File: src/design/tdp_map.vh
`ifndef TDP_MAP_VH
`define TDP_MAP_VH
// Register offsets (8-bit command space)
`define TDP_CTRL_STATUS 8'h00
`define TDP_SAFETY_STATUS_A 8'h05
`define TDP_SAFETY_STATUS_B 8'h03
`define TDP_SAFETY_ALERT_B 8'h02
`define TDP_PROT_ENABLE 8'h40
`define TDP_COLD_THRESH 8'h41
`define TDP_COLD_DELAY 8'h42
`define TDP_COLD_RECOV 8'h43
`define TDP_DSG_PROT 8'h44
`define TDP_BOTH_PROT 8'h45
`define TDP_OPEN_WIRE 8'h46
`define TDP_POWER_CFG 8'h47
`define TDP_FET_MODE 8'h48
`define TDP_AUX_REG_CTRL 8'h69
`define TDP_SUBCMD_LO 8'h3E
`define TDP_SUBCMD_HI 8'h3F
`define TDP_SUBCMD_ADDR 8'h4A
`define TDP_FET_STATE 8'h4B
// Subcommand codes
`define TDP_PROTECTION_RECOVERY_SUBCMD_SUBCMD 16'h009B
// Field positions
`define TDP_EN_COLD 0
`define TDP_EN_VREF 1
`define TDP_EN_GND 2
`define TDP_EN_AUX 3
`define TDP_REC_TEMP 0
`define TDP_REC_DIAG 1
`define TDP_OW_EN 3
`define TDP_PWR_OVERTEMP_SHUTDOWN_ENABLE 0
`define TDP_PWR_OSCILLATOR_WATCHDOG_ENABLE 1
`define TDP_AUXC_BIAS 3
`define TDP_FLAG_COLD 0
`define TDP_FLAG_VREF 1
`define TDP_FLAG_GND 2
`define TDP_FLAG_AUX 0
// Reset values
`define TDP_PROT_ENABLE_RST 8'h00
`define TDP_COLD_THRESH_RST 8'h00
`define TDP_COLD_DELAY_RST 8'h00
`define TDP_COLD_RECOV_RST 8'h00
`define TDP_OPEN_WIRE_RST 8'h00
`define TDP_POWER_CFG_RST 8'h00
`define TDP_AUX_REG_CTRL_RST 8'h00
// Timing
`define TDP_OW_ON_TIME_US 2930
`define TDP_CLK_MHZ 100
`define TDP_OW_ON_CYCLES ((`TDP_OW_ON_TIME_US * `TDP_CLK_MHZ))
`define TDP_CELLS 7
`endif

File: src/design/tdp_sync2.v
`timescale 1ns/100ps
module tdp_sync2 #(
  parameter W = 1
)(
  input wire clk,
  input wire resetn,
  input wire ce,
  input wire [W-1:0] async_in,
  output reg [W-1:0] sync_out
);
  reg [W-1:0] meta_q;
  always @(posedge clk)
  begin
    if (!resetn)
    begin
      meta_q <= {W{1'b0}};
      sync_out <= {W{1'b0}};
    end
    else if (ce)
    begin
      meta_q <= async_in;
      sync_out <= meta_q;
    end
  end
endmodule

File: src/design/tdp_diag_qual.v
`timescale 1ns/100ps
// Two-interval qualifier; fault held until host recovery
module tdp_diag_qual (
  input wire clk,
  input wire resetn,
  input wire ce,
  input wire tick,
  input wire enable,
  input wire cond,
  input wire recover,
  output reg alert_q,
  output reg fault_q
);
  always @(posedge clk)
  begin
    if (!resetn)
    begin
      alert_q <= 1'b0;
      fault_q <= 1'b0;
    end
    else if (ce)
    begin
      if (tick && enable && cond && alert_q)
        fault_q <= 1'b1;
      else if (recover)
        fault_q <= 1'b0;
      if (tick)
        alert_q <= enable && cond && !(alert_q || fault_q);
    end
  end
endmodule

File: src/design/tdp_top.v
// Our own choices: strobed register access and the address map.
`timescale 1ns/100ps
`include "tdp_map.vh"
module tdp_top #(
  parameter [15:0] SIGNATURE = 16'h5A5A, // Arbitrary value
  parameter OW_ON_CYCLES = `TDP_OW_ON_CYCLES
)(
  input wire clk,
  input wire resetn,
  input wire ce,
  input wire [7:0] addr,
  input wire [15:0] wdata,
  input wire wr,
  input wire rd,
  output reg [15:0] rdata,
  input wire check_tick,
  input wire [7:0] thermistor_code,
  input wire thermistor_valid,
  input wire vref_deviation,
  input wire gnd_above_limit,
  input wire aux_reg_ilimit,
  input wire aux_reg_overtemp,
  input wire osc_fault,
  input wire trim_error,
  input wire trim_done,
  output wire thermistor_bias_on,
  output wire thermistor_eval_req,
  output reg [6:0] open_wire_source,
  output wire aux_regulator_on,
  output wire discharge_switch,
  output wire charge_switch,
  output reg shutdown_req
);
  ////////////////////////////////////////////////////////////////////////
  wire [7:0] pin_s;
  wire thm_valid_s;
  wire vref_s;
  wire gnd_s;
  wire ilim_s;
  wire ot_s;
  wire osc_s;
  wire trim_err_s;
  wire trim_done_s;
  tdp_sync2 #(.W(16)) u_sync (
    .clk(clk),
    .resetn(resetn),
    .ce(ce),
    .async_in({thermistor_code, thermistor_valid, vref_deviation, gnd_above_limit,
      aux_reg_ilimit, aux_reg_overtemp, osc_fault, trim_error, trim_done}),
    .sync_out({pin_s, thm_valid_s, vref_s, gnd_s, ilim_s, ot_s, osc_s, trim_err_s, trim_done_s})
  );
  ////////////////////////////////////////////////////////////////////////
  reg [7:0] prot_enable_q;
  reg [7:0] cold_thresh_q;
  reg [7:0] cold_delay_q;
  reg [7:0] cold_recov_q;
  reg [7:0] dsg_prot_q;
  reg [7:0] both_prot_q;
  reg [7:0] open_wire_q;
  reg [7:0] power_cfg_q;
  reg [7:0] aux_ctrl_q;
  reg fet_mode_q;
  reg [1:0] fet_state_q;
  reg [15:0] subcmd_q;
  reg sig_armed_q;
  reg cold_alert_q;
  reg cold_fault_q;
  reg [7:0] cold_cnt_q;
  reg aux_fault_q;
  wire vref_alert;
  wire vref_fault;
  wire gnd_alert;
  wire gnd_fault;
  wire recov_cmd;
  wire temp_rec;
  wire diag_rec;
  // Subcommand written via low/high bytes or legacy port
  assign recov_cmd = ce && wr && (addr == `TDP_SUBCMD_HI) &&
    ({wdata[7:0], subcmd_q[7:0]} == `TDP_PROTECTION_RECOVERY_SUBCMD_SUBCMD);
  assign temp_rec = recov_cmd && wdata[8 + `TDP_REC_TEMP];
  assign diag_rec = recov_cmd && wdata[8 + `TDP_REC_DIAG];
  always @(posedge clk)
  begin
    if (!resetn)
    begin
      prot_enable_q <= `TDP_PROT_ENABLE_RST;
      cold_thresh_q <= `TDP_COLD_THRESH_RST;
      cold_delay_q <= `TDP_COLD_DELAY_RST;
      cold_recov_q <= `TDP_COLD_RECOV_RST;
      dsg_prot_q <= 8'h00;
      both_prot_q <= 8'h00;
      open_wire_q <= `TDP_OPEN_WIRE_RST;
      power_cfg_q <= `TDP_POWER_CFG_RST;
      aux_ctrl_q <= `TDP_AUX_REG_CTRL_RST;
      fet_mode_q <= 1'b0;
      fet_state_q <= 2'b00;
      subcmd_q <= 16'h0000;
      sig_armed_q <= 1'b0;
    end
    else if (ce)
    begin
      if (wr)
      begin
        case (addr)
          `TDP_PROT_ENABLE: prot_enable_q <= wdata[7:0];
          `TDP_COLD_THRESH: cold_thresh_q <= wdata[7:0];
          `TDP_COLD_DELAY: cold_delay_q <= wdata[7:0];
          `TDP_COLD_RECOV: cold_recov_q <= wdata[7:0];
          `TDP_DSG_PROT: dsg_prot_q <= wdata[7:0];
          `TDP_BOTH_PROT: both_prot_q <= wdata[7:0];
          `TDP_OPEN_WIRE: open_wire_q <= wdata[7:0];
          `TDP_POWER_CFG: power_cfg_q <= wdata[7:0];
          `TDP_AUX_REG_CTRL: aux_ctrl_q <= wdata[7:0];
          `TDP_FET_MODE: fet_mode_q <= wdata[0];
          `TDP_FET_STATE: fet_state_q <= wdata[1:0];
          `TDP_SUBCMD_LO: subcmd_q[7:0] <= wdata[7:0];
          `TDP_SUBCMD_HI: subcmd_q[15:8] <= wdata[7:0];
          `TDP_CTRL_STATUS: subcmd_q <= wdata;
          default: subcmd_q <= subcmd_q;
        endcase
      end
      // Signature armed only by a write, spent by the next access
      if (wr)
        sig_armed_q <= (addr == `TDP_CTRL_STATUS);
      else if (rd)
        sig_armed_q <= 1'b0;
    end
  end
  ////////////////////////////////////////////////////////////////////////
  // Cold-discharge: code counts rail/252 steps, higher code = colder
  wire cold_en;
  wire cold_cond;
  wire cold_ok;
  assign cold_en = prot_enable_q[`TDP_EN_COLD];
  assign cold_cond = pin_s > cold_thresh_q;
  assign cold_ok = (cold_recov_q != 8'h00) && (pin_s <= cold_recov_q);
  always @(posedge clk)
  begin
    if (!resetn)
    begin
      cold_alert_q <= 1'b0;
      cold_fault_q <= 1'b0;
      cold_cnt_q <= 8'h00;
    end
    else if (ce)
    begin
      if (cold_fault_q)
      begin
        cold_alert_q <= 1'b0;
        cold_cnt_q <= 8'h00;
        if ((thm_valid_s && cold_ok) || temp_rec)
          cold_fault_q <= 1'b0;
      end
      else if (check_tick && thm_valid_s)
      begin
        if (cold_en && cold_cond)
        begin
          if (cold_cnt_q >= cold_delay_q)
          begin
            cold_fault_q <= 1'b1;
            cold_alert_q <= 1'b0;
            cold_cnt_q <= 8'h00;
          end
          else
          begin
            cold_alert_q <= 1'b1;
            cold_cnt_q <= cold_cnt_q + 8'h01;
          end
        end
        else
        begin
          cold_alert_q <= 1'b0;
          cold_cnt_q <= 8'h00;
        end
      end
    end
  end
  // Pull-up only while a reading is requested, unless held on
  reg eval_q;
  always @(posedge clk)
  begin
    if (!resetn)
      eval_q <= 1'b0;
    else if (ce)
    begin
      if (check_tick)
        eval_q <= 1'b1;
      else if (thm_valid_s)
        eval_q <= 1'b0;
    end
  end
  assign thermistor_eval_req = eval_q;
  assign thermistor_bias_on = eval_q || aux_ctrl_q[`TDP_AUXC_BIAS];
  ////////////////////////////////////////////////////////////////////////
  tdp_diag_qual u_vref (
    .clk(clk),
    .resetn(resetn),
    .ce(ce),
    .tick(check_tick),
    .enable(prot_enable_q[`TDP_EN_VREF]),
    .cond(vref_s),
    .recover(diag_rec),
    .alert_q(vref_alert),
    .fault_q(vref_fault)
  );
  tdp_diag_qual u_gnd (
    .clk(clk),
    .resetn(resetn),
    .ce(ce),
    .tick(check_tick),
    .enable(prot_enable_q[`TDP_EN_GND]),
    .cond(gnd_s),
    .recover(diag_rec),
    .alert_q(gnd_alert),
    .fault_q(gnd_fault)
  );
  ////////////////////////////////////////////////////////////////////////
  // Regulator fault follows its cause; no latch
  always @(posedge clk)
  begin
    if (!resetn)
      aux_fault_q <= 1'b0;
    else if (ce)
      aux_fault_q <= ilim_s || ot_s;
  end
  assign aux_regulator_on = aux_ctrl_q[0] && !aux_fault_q;
  wire aux_flag;
  assign aux_flag = aux_fault_q && prot_enable_q[`TDP_EN_AUX];
  // Shutdown is sticky until reset; trim check gates first use
  always @(posedge clk)
  begin
    if (!resetn)
      shutdown_req <= 1'b0;
    else if (ce)
    begin
      if (ot_s && power_cfg_q[`TDP_PWR_OVERTEMP_SHUTDOWN_ENABLE])
        shutdown_req <= 1'b1;
      if (osc_s && power_cfg_q[`TDP_PWR_OSCILLATOR_WATCHDOG_ENABLE])
        shutdown_req <= 1'b1;
      if (trim_done_s && trim_err_s)
        shutdown_req <= 1'b1;
    end
  end
  ////////////////////////////////////////////////////////////////////////
  wire dsg_block;
  wire chg_block;
  assign dsg_block = (cold_fault_q && dsg_prot_q[`TDP_FLAG_COLD])
    || (vref_fault && both_prot_q[`TDP_FLAG_VREF])
    || (gnd_fault && both_prot_q[`TDP_FLAG_GND])
    || (aux_flag && both_prot_q[3]);
  assign chg_block = (vref_fault && both_prot_q[`TDP_FLAG_VREF])
    || (gnd_fault && both_prot_q[`TDP_FLAG_GND])
    || (aux_flag && both_prot_q[3]);
  // Autonomous mode overrides host FET state only to open switches
  assign discharge_switch = fet_state_q[0] && !(fet_mode_q && dsg_block) && !shutdown_req;
  assign charge_switch = fet_state_q[1] && !(fet_mode_q && chg_block) && !shutdown_req;
  ////////////////////////////////////////////////////////////////////////
  // Open-wire scheduler: 2.93 ms slots, one cell at a time
  reg [2:0] ow_cell_q;
  reg [2:0] ow_skip_q;
  reg [4:0] ow_left_q;
  reg [18:0] ow_timer_q;
  reg ow_busy_q;
  wire [2:0] ow_rate;
  reg [4:0] ow_burst;
  reg [2:0] ow_period;
  assign ow_rate = open_wire_q[2:0];
  always @*
  begin
    ow_burst = 5'd1;
    ow_period = 3'd0;
    case (ow_rate)
      3'h0: ow_period = 3'd7;
      3'h1: ow_period = 3'd3;
      3'h2: ow_period = 3'd1;
      3'h3: ow_period = 3'd0;
      3'h4: ow_burst = 5'd2;
      3'h5: ow_burst = 5'd4;
      3'h6: ow_burst = 5'd8;
      3'h7: ow_burst = 5'd16;
      default: ow_burst = 5'd1;
    endcase
  end
  always @(posedge clk)
  begin
    if (!resetn)
    begin
      ow_cell_q <= 3'd0;
      ow_skip_q <= 3'd0;
      ow_left_q <= 5'd0;
      ow_timer_q <= 19'd0;
      ow_busy_q <= 1'b0;
      open_wire_source <= 7'h00;
    end
    else if (ce)
    begin
      if (!open_wire_q[`TDP_OW_EN])
      begin
        ow_busy_q <= 1'b0;
        ow_left_q <= 5'd0;
        open_wire_source <= 7'h00;
      end
      else if (ow_busy_q)
      begin
        if (ow_timer_q == 19'd0)
        begin
          ow_busy_q <= 1'b0;
          open_wire_source <= 7'h00;
          ow_cell_q <= (ow_cell_q == 3'd6) ? 3'd0 : ow_cell_q + 3'd1;
        end
        else
          ow_timer_q <= ow_timer_q - 19'd1;
      end
      else if (ow_left_q != 5'd0)
      begin
        ow_busy_q <= 1'b1;
        ow_left_q <= ow_left_q - 5'd1;
        ow_timer_q <= OW_ON_CYCLES[18:0] - 19'd1;
        open_wire_source <= 7'h01 << ow_cell_q;
      end
      else if (check_tick)
      begin
        if (ow_skip_q == 3'd0)
        begin
          ow_left_q <= ow_burst;
          ow_skip_q <= ow_period;
        end
        else
          ow_skip_q <= ow_skip_q - 3'd1;
      end
    end
  end
  ////////////////////////////////////////////////////////////////////////
  always @(posedge clk)
  begin
    if (!resetn)
      rdata <= 16'h0000;
    else if (ce && rd)
    begin
      case (addr)
        `TDP_CTRL_STATUS: rdata <= sig_armed_q ? SIGNATURE : 16'h0000;
        `TDP_SAFETY_ALERT_B: rdata <= {13'h0000, gnd_alert, vref_alert, cold_alert_q};
        `TDP_SAFETY_STATUS_B: rdata <= {13'h0000, gnd_fault, vref_fault, cold_fault_q};
        `TDP_SAFETY_STATUS_A: rdata <= {15'h0000, aux_flag};
        `TDP_PROT_ENABLE: rdata <= {8'h00, prot_enable_q};
        `TDP_COLD_THRESH: rdata <= {8'h00, cold_thresh_q};
        `TDP_COLD_DELAY: rdata <= {8'h00, cold_delay_q};
        `TDP_COLD_RECOV: rdata <= {8'h00, cold_recov_q};
        `TDP_DSG_PROT: rdata <= {8'h00, dsg_prot_q};
        `TDP_BOTH_PROT: rdata <= {8'h00, both_prot_q};
        `TDP_OPEN_WIRE: rdata <= {8'h00, open_wire_q};
        `TDP_POWER_CFG: rdata <= {8'h00, power_cfg_q};
        `TDP_AUX_REG_CTRL: rdata <= {8'h00, aux_ctrl_q};
        `TDP_FET_MODE: rdata <= {15'h0000, fet_mode_q};
        `TDP_FET_STATE: rdata <= {12'h000, charge_switch, discharge_switch, fet_state_q};
        `TDP_SUBCMD_ADDR: rdata <= subcmd_q;
        default: rdata <= 16'h0000;
      endcase
    end
    else if (ce)
      rdata <= 16'h0000;
  end
endmodule

File: config.mk
export PLATFORM = sky130hd
export DESIGN_NAME = tdp_top
export DESIGN_NICKNAME = d
export VERILOG_FILES = /design/src/design/tdp_sync2.v /design/src/design/tdp_diag_qual.v /design/src/design/tdp_top.v
export VERILOG_INCLUDE_DIRS = /design/src /design/src/design
export SDC_FILE = /design/constraint.sdc
export NUM_CORES = 1
export LEC_CHECK = 0
export ABC_AREA = 1
export ABC_CLOCK_PERIOD_IN_PS = 1590
export BUFFER_PORTS_ARGS = -buffer_cell sky130_fd_sc_hd__buf_2
export CAP_MARGIN = 25
export CORE_ASPECT_RATIO = 0.7
export CORE_UTILIZATION = 55
export CTS_CLUSTER_DIAMETER = 100
export DETAILED_ROUTE_END_ITERATION = 10
export PLACE_DENSITY = 0.74
export SETUP_SLACK_MARGIN = 0.05
export SLEW_MARGIN = 10
export SYNTH_ARGS = -nofsm -noshare
export SYNTH_HDL_FRONTEND = slang
export SYNTH_SLANG_ARGS = --single-unit
File: constraint.sdc
create_clock -name clk -period 1.59 [get_ports clk]
set_input_delay 0.3975 -clock clk [delete_from_list [all_inputs] [get_ports clk]]
set_output_delay 0.3975 -clock clk [all_outputs]
set_load 0.01 [all_outputs]
==> results.json <==
{
  "drc_errors": 0,
  "clock_path_buffers": 2,
  "post-place-ws_ps": -325,
  "vias_per_cell": 5.71,
  "endpoint": "ow_timer_q[17]",
  "fin_crit_ps": 1740,
  "p_sw_mw": 2.90,
  "seq_power_share_pct": 47.5,
  "powerDensity_mw_per_mm2": 800,
  "holdBufCountCts": 0,
  "gp_congestion": 1.05,
  "grt_max_degree": 56,
  "slew_headroom_pct": 70.4,
  "worst-path-max-fanout": 7,
  "worstSetupEndpointType": "register",
  "regToRegSetupSlack_ps": -150,
  "first_pass_iters": 6,
  "wire_per_inst_um": 18.1,
  "p_leak_nw": 5.57,
  "hold_class": "in -> reg",
  "p_clk_share_pct": 42.9,
  "die_w_um": 161,
  "fin_skew_ps": 13.3,
  "ant_nets": 0,
  "utilization_pct": 76.5,
  "crit_required_ps": 1970,
  "area_delta_synth_final_pct": 35.9,
  "fin_setup_tns_ps": -4820,
  "synth_area_leader_cell": "dfxtp_1",
  "die_h_um": 113,
  "timing.reg2reg.worst_path_depth": 11,
  "wl_um": 34100,
  "violations": "setup timing",
  "numClockSinks": 195,
  "grt.overflow.total": 0,
  "h-tree-depth": 4,
  "rsz0062_at_grt": "yes",
  "placed_cells_incl_taps": 1820,
  "layout_setup_ws_ps": -154,
  "arrival_ps": 2130,
  "cts_tree": "yes",
  "power.internal_mw": 7.63,
  "cap_violations": 0,
  "routed-via-count": 10700,
  "setup_viol": 45,
  "start_kind": "register",
  "core_area_mm2": 0.0172,
  "synth_nets": 1490,
  "p_sw_share_pct": 27.5,
  "clkLatencyLatePin_ps": 450,
  "die-area_mm2": 0.0182,
  "synthTopCellsByArea": "dfxtp_1, nand2_1, a21oi_1",
  "hold_ws_ps": 169,
  "combinationalPowerShare_pct": 9.6,
  "ir_drop_mv": 0.730,
  "finalHoldViolCount": 0,
  "antenna_found_initial": 1,
  "path_clk_slew_ps": 80,
  "ys_seq_area_share_pct": 40.3,
  "rr_startpoint": "ow_left_q[0]",
  "drtIter0Drc": 1141,
  "tightest_slew_ps": 440,
  "cts_root_buffer": "clkbuf_16",
  "drive_gt1_share_pct": 32.9,
  "p_total_mw": 10.5,
  "synth_cell_types": 41,
  "initial_core_util_pct": 56.3,
  "netlist_area_mm2": 0.00969,
  "critPathKind": "reg -> reg",
  "synth_top_area_share_pct": 40.3,
  "final_nets": 1709,
  "layout_commonest_cell": "nand2_1",
  "final_cell_mix": "nand2_1, nor2_1, buf_4, dfxtp_1, a21oi_1",
  "final_area_mm2": 0.0132,
  "cts_made_buffers": 17,
  "port_buffers": 74,
  "fmax_ghz": 0.573,
  "dp_hpwl_um": 22500,
  "startpoint": "ow_left_q[0]",
  "seqCellArea_mm2": 0.00396,
  "status": "finished, violations left",
  "row_count": 40,
  "r2r-end": "ow_timer_q[17]",
  "multi_input_area_mm2": 0.00578,
  "ys_ff_latch": 195,
  "grt_pass1_wl_um": 51000,
  "avgSynthCellArea_um2": 6.85,
  "n_fill_cell": 1235,
  "grt_pass1_vias": 9795,
  "dpl_cell_area_mm2": 0.0114,
  "track_usage_pct": 36.0,
  "slew_violations": 0,
  "final_cells": 1878,
  "synth_cells": 1414,
  "synth_warnings": 0,
  "io_pins": 75,
  "fin_crit_sh_pct": 110
}
-- routing by layer --
layer  global-route usage, %  wire length, um
met5                       0                0
met4                    12.5             1260
met3                    10.5             3690
met2                    53.9            14700
met1                    49.3            14400
-- sequential cells by signal, summed over array words and instances (netlist names), 16 cells and up --
signal / count
u_sync.meta_q: 16
ow_timer_q: 19
rdata: 16
u_sync.sync_out: 16
subcmd_q: 16
-- what timing repair did --
item	in CTS	in global routing
cloned	3	1
gates resized for setup	133	145
buffers inserted	12	9
pin swaps	32	47
setup endpoints to repair	51	65
-- synth_stat cells (all sizes together) --
| library cell | n |
|---|---|
| a21o | 1 |
| o2111ai | 1 |
| nor3 | 20 |
| nand3 | 106 |
| a211oi | 3 |
| nand3b | 5 |
| nand4 | 16 |
| ha | 30 |
| o32ai | 1 |
| a22oi | 1 |
| clkbuf | 37 |
| buf | 26 |
| a31oi | 2 |
| clkinv | 1 |
| mux2i | 5 |
| nor4 | 2 |
| xor2 | 13 |
| and2 | 1 |
| nor2 | 216 |
| or2 | 4 |
| o21a | 1 |
| o211ai | 1 |
| dfxtp | 195 |
| inv | 133 |
| nand2 | 276 |
| xnor2 | 4 |
| a21oi | 161 |
| o21ai | 152 |
-- power groups by stage --
stage / registers (mW) / logic (mW) / clock network, mW
after CTS: 5.00 / 0.875 / 4.51
after floorplan: 5.10 / 0.427 / 0
after global placement: 5.11 / 0.806 / 0
after detailed placement: 5.11 / 0.819 / 0
final: 5.01 / 1.01 / 4.51
after global routing: 5.02 / 1.09 / 4.74
-- area by class of cell --
cell class	instances	area share (%)
diodes	1	0.0190
clock buffers	17	3.23
clock inverters	15	1.39
inverters	134	3.99
multi-input cells	1022	43.9
flip-flops and latches	195	30.1
well taps	231	2.19
repair buffers	261	15.1
repair inverters	2	0.114
-- worst min-delay path by stage --
stage,from,endpoint,slack [ps],depth (start not counted)
3_5_place_dp,both_prot_q[4],both_prot_q[4],430,2
6_report,thermistor_code[7],u_sync.meta_q[15],170,3
5_1_grt,thermistor_code[0],u_sync.meta_q[8],180,3
2_1_floorplan,both_prot_q[4],both_prot_q[4],420,2
4_1_cts,thermistor_code[7],u_sync.meta_q[15],170,3
3_3_place_gp,dsg_prot_q[4],dsg_prot_q[4],430,2
-- cell families after synthesis --
kind of cell | synth area share, %
buffers and inverters | 8.27
AOI/OAI and AO/OA | 17.1
muxes | 0.517
and+or+nand+nor | 28.4
xor gates and xnor gates | 1.54
adders and majority gates | 3.87
DFF | 40.3
-- critical path: stages, from the launching register on --
cell     delay (ps)
dfxtp_2         330
inv_2            70
ha_4            150
inv_4            40
nor3_4          170
nand2_2         130
o21ai_2         200
inv_2           100
nand2_8         150
buf_6           150
nand2_2          60
a21oi_2         110
Power figures use the tool's default switching activity.
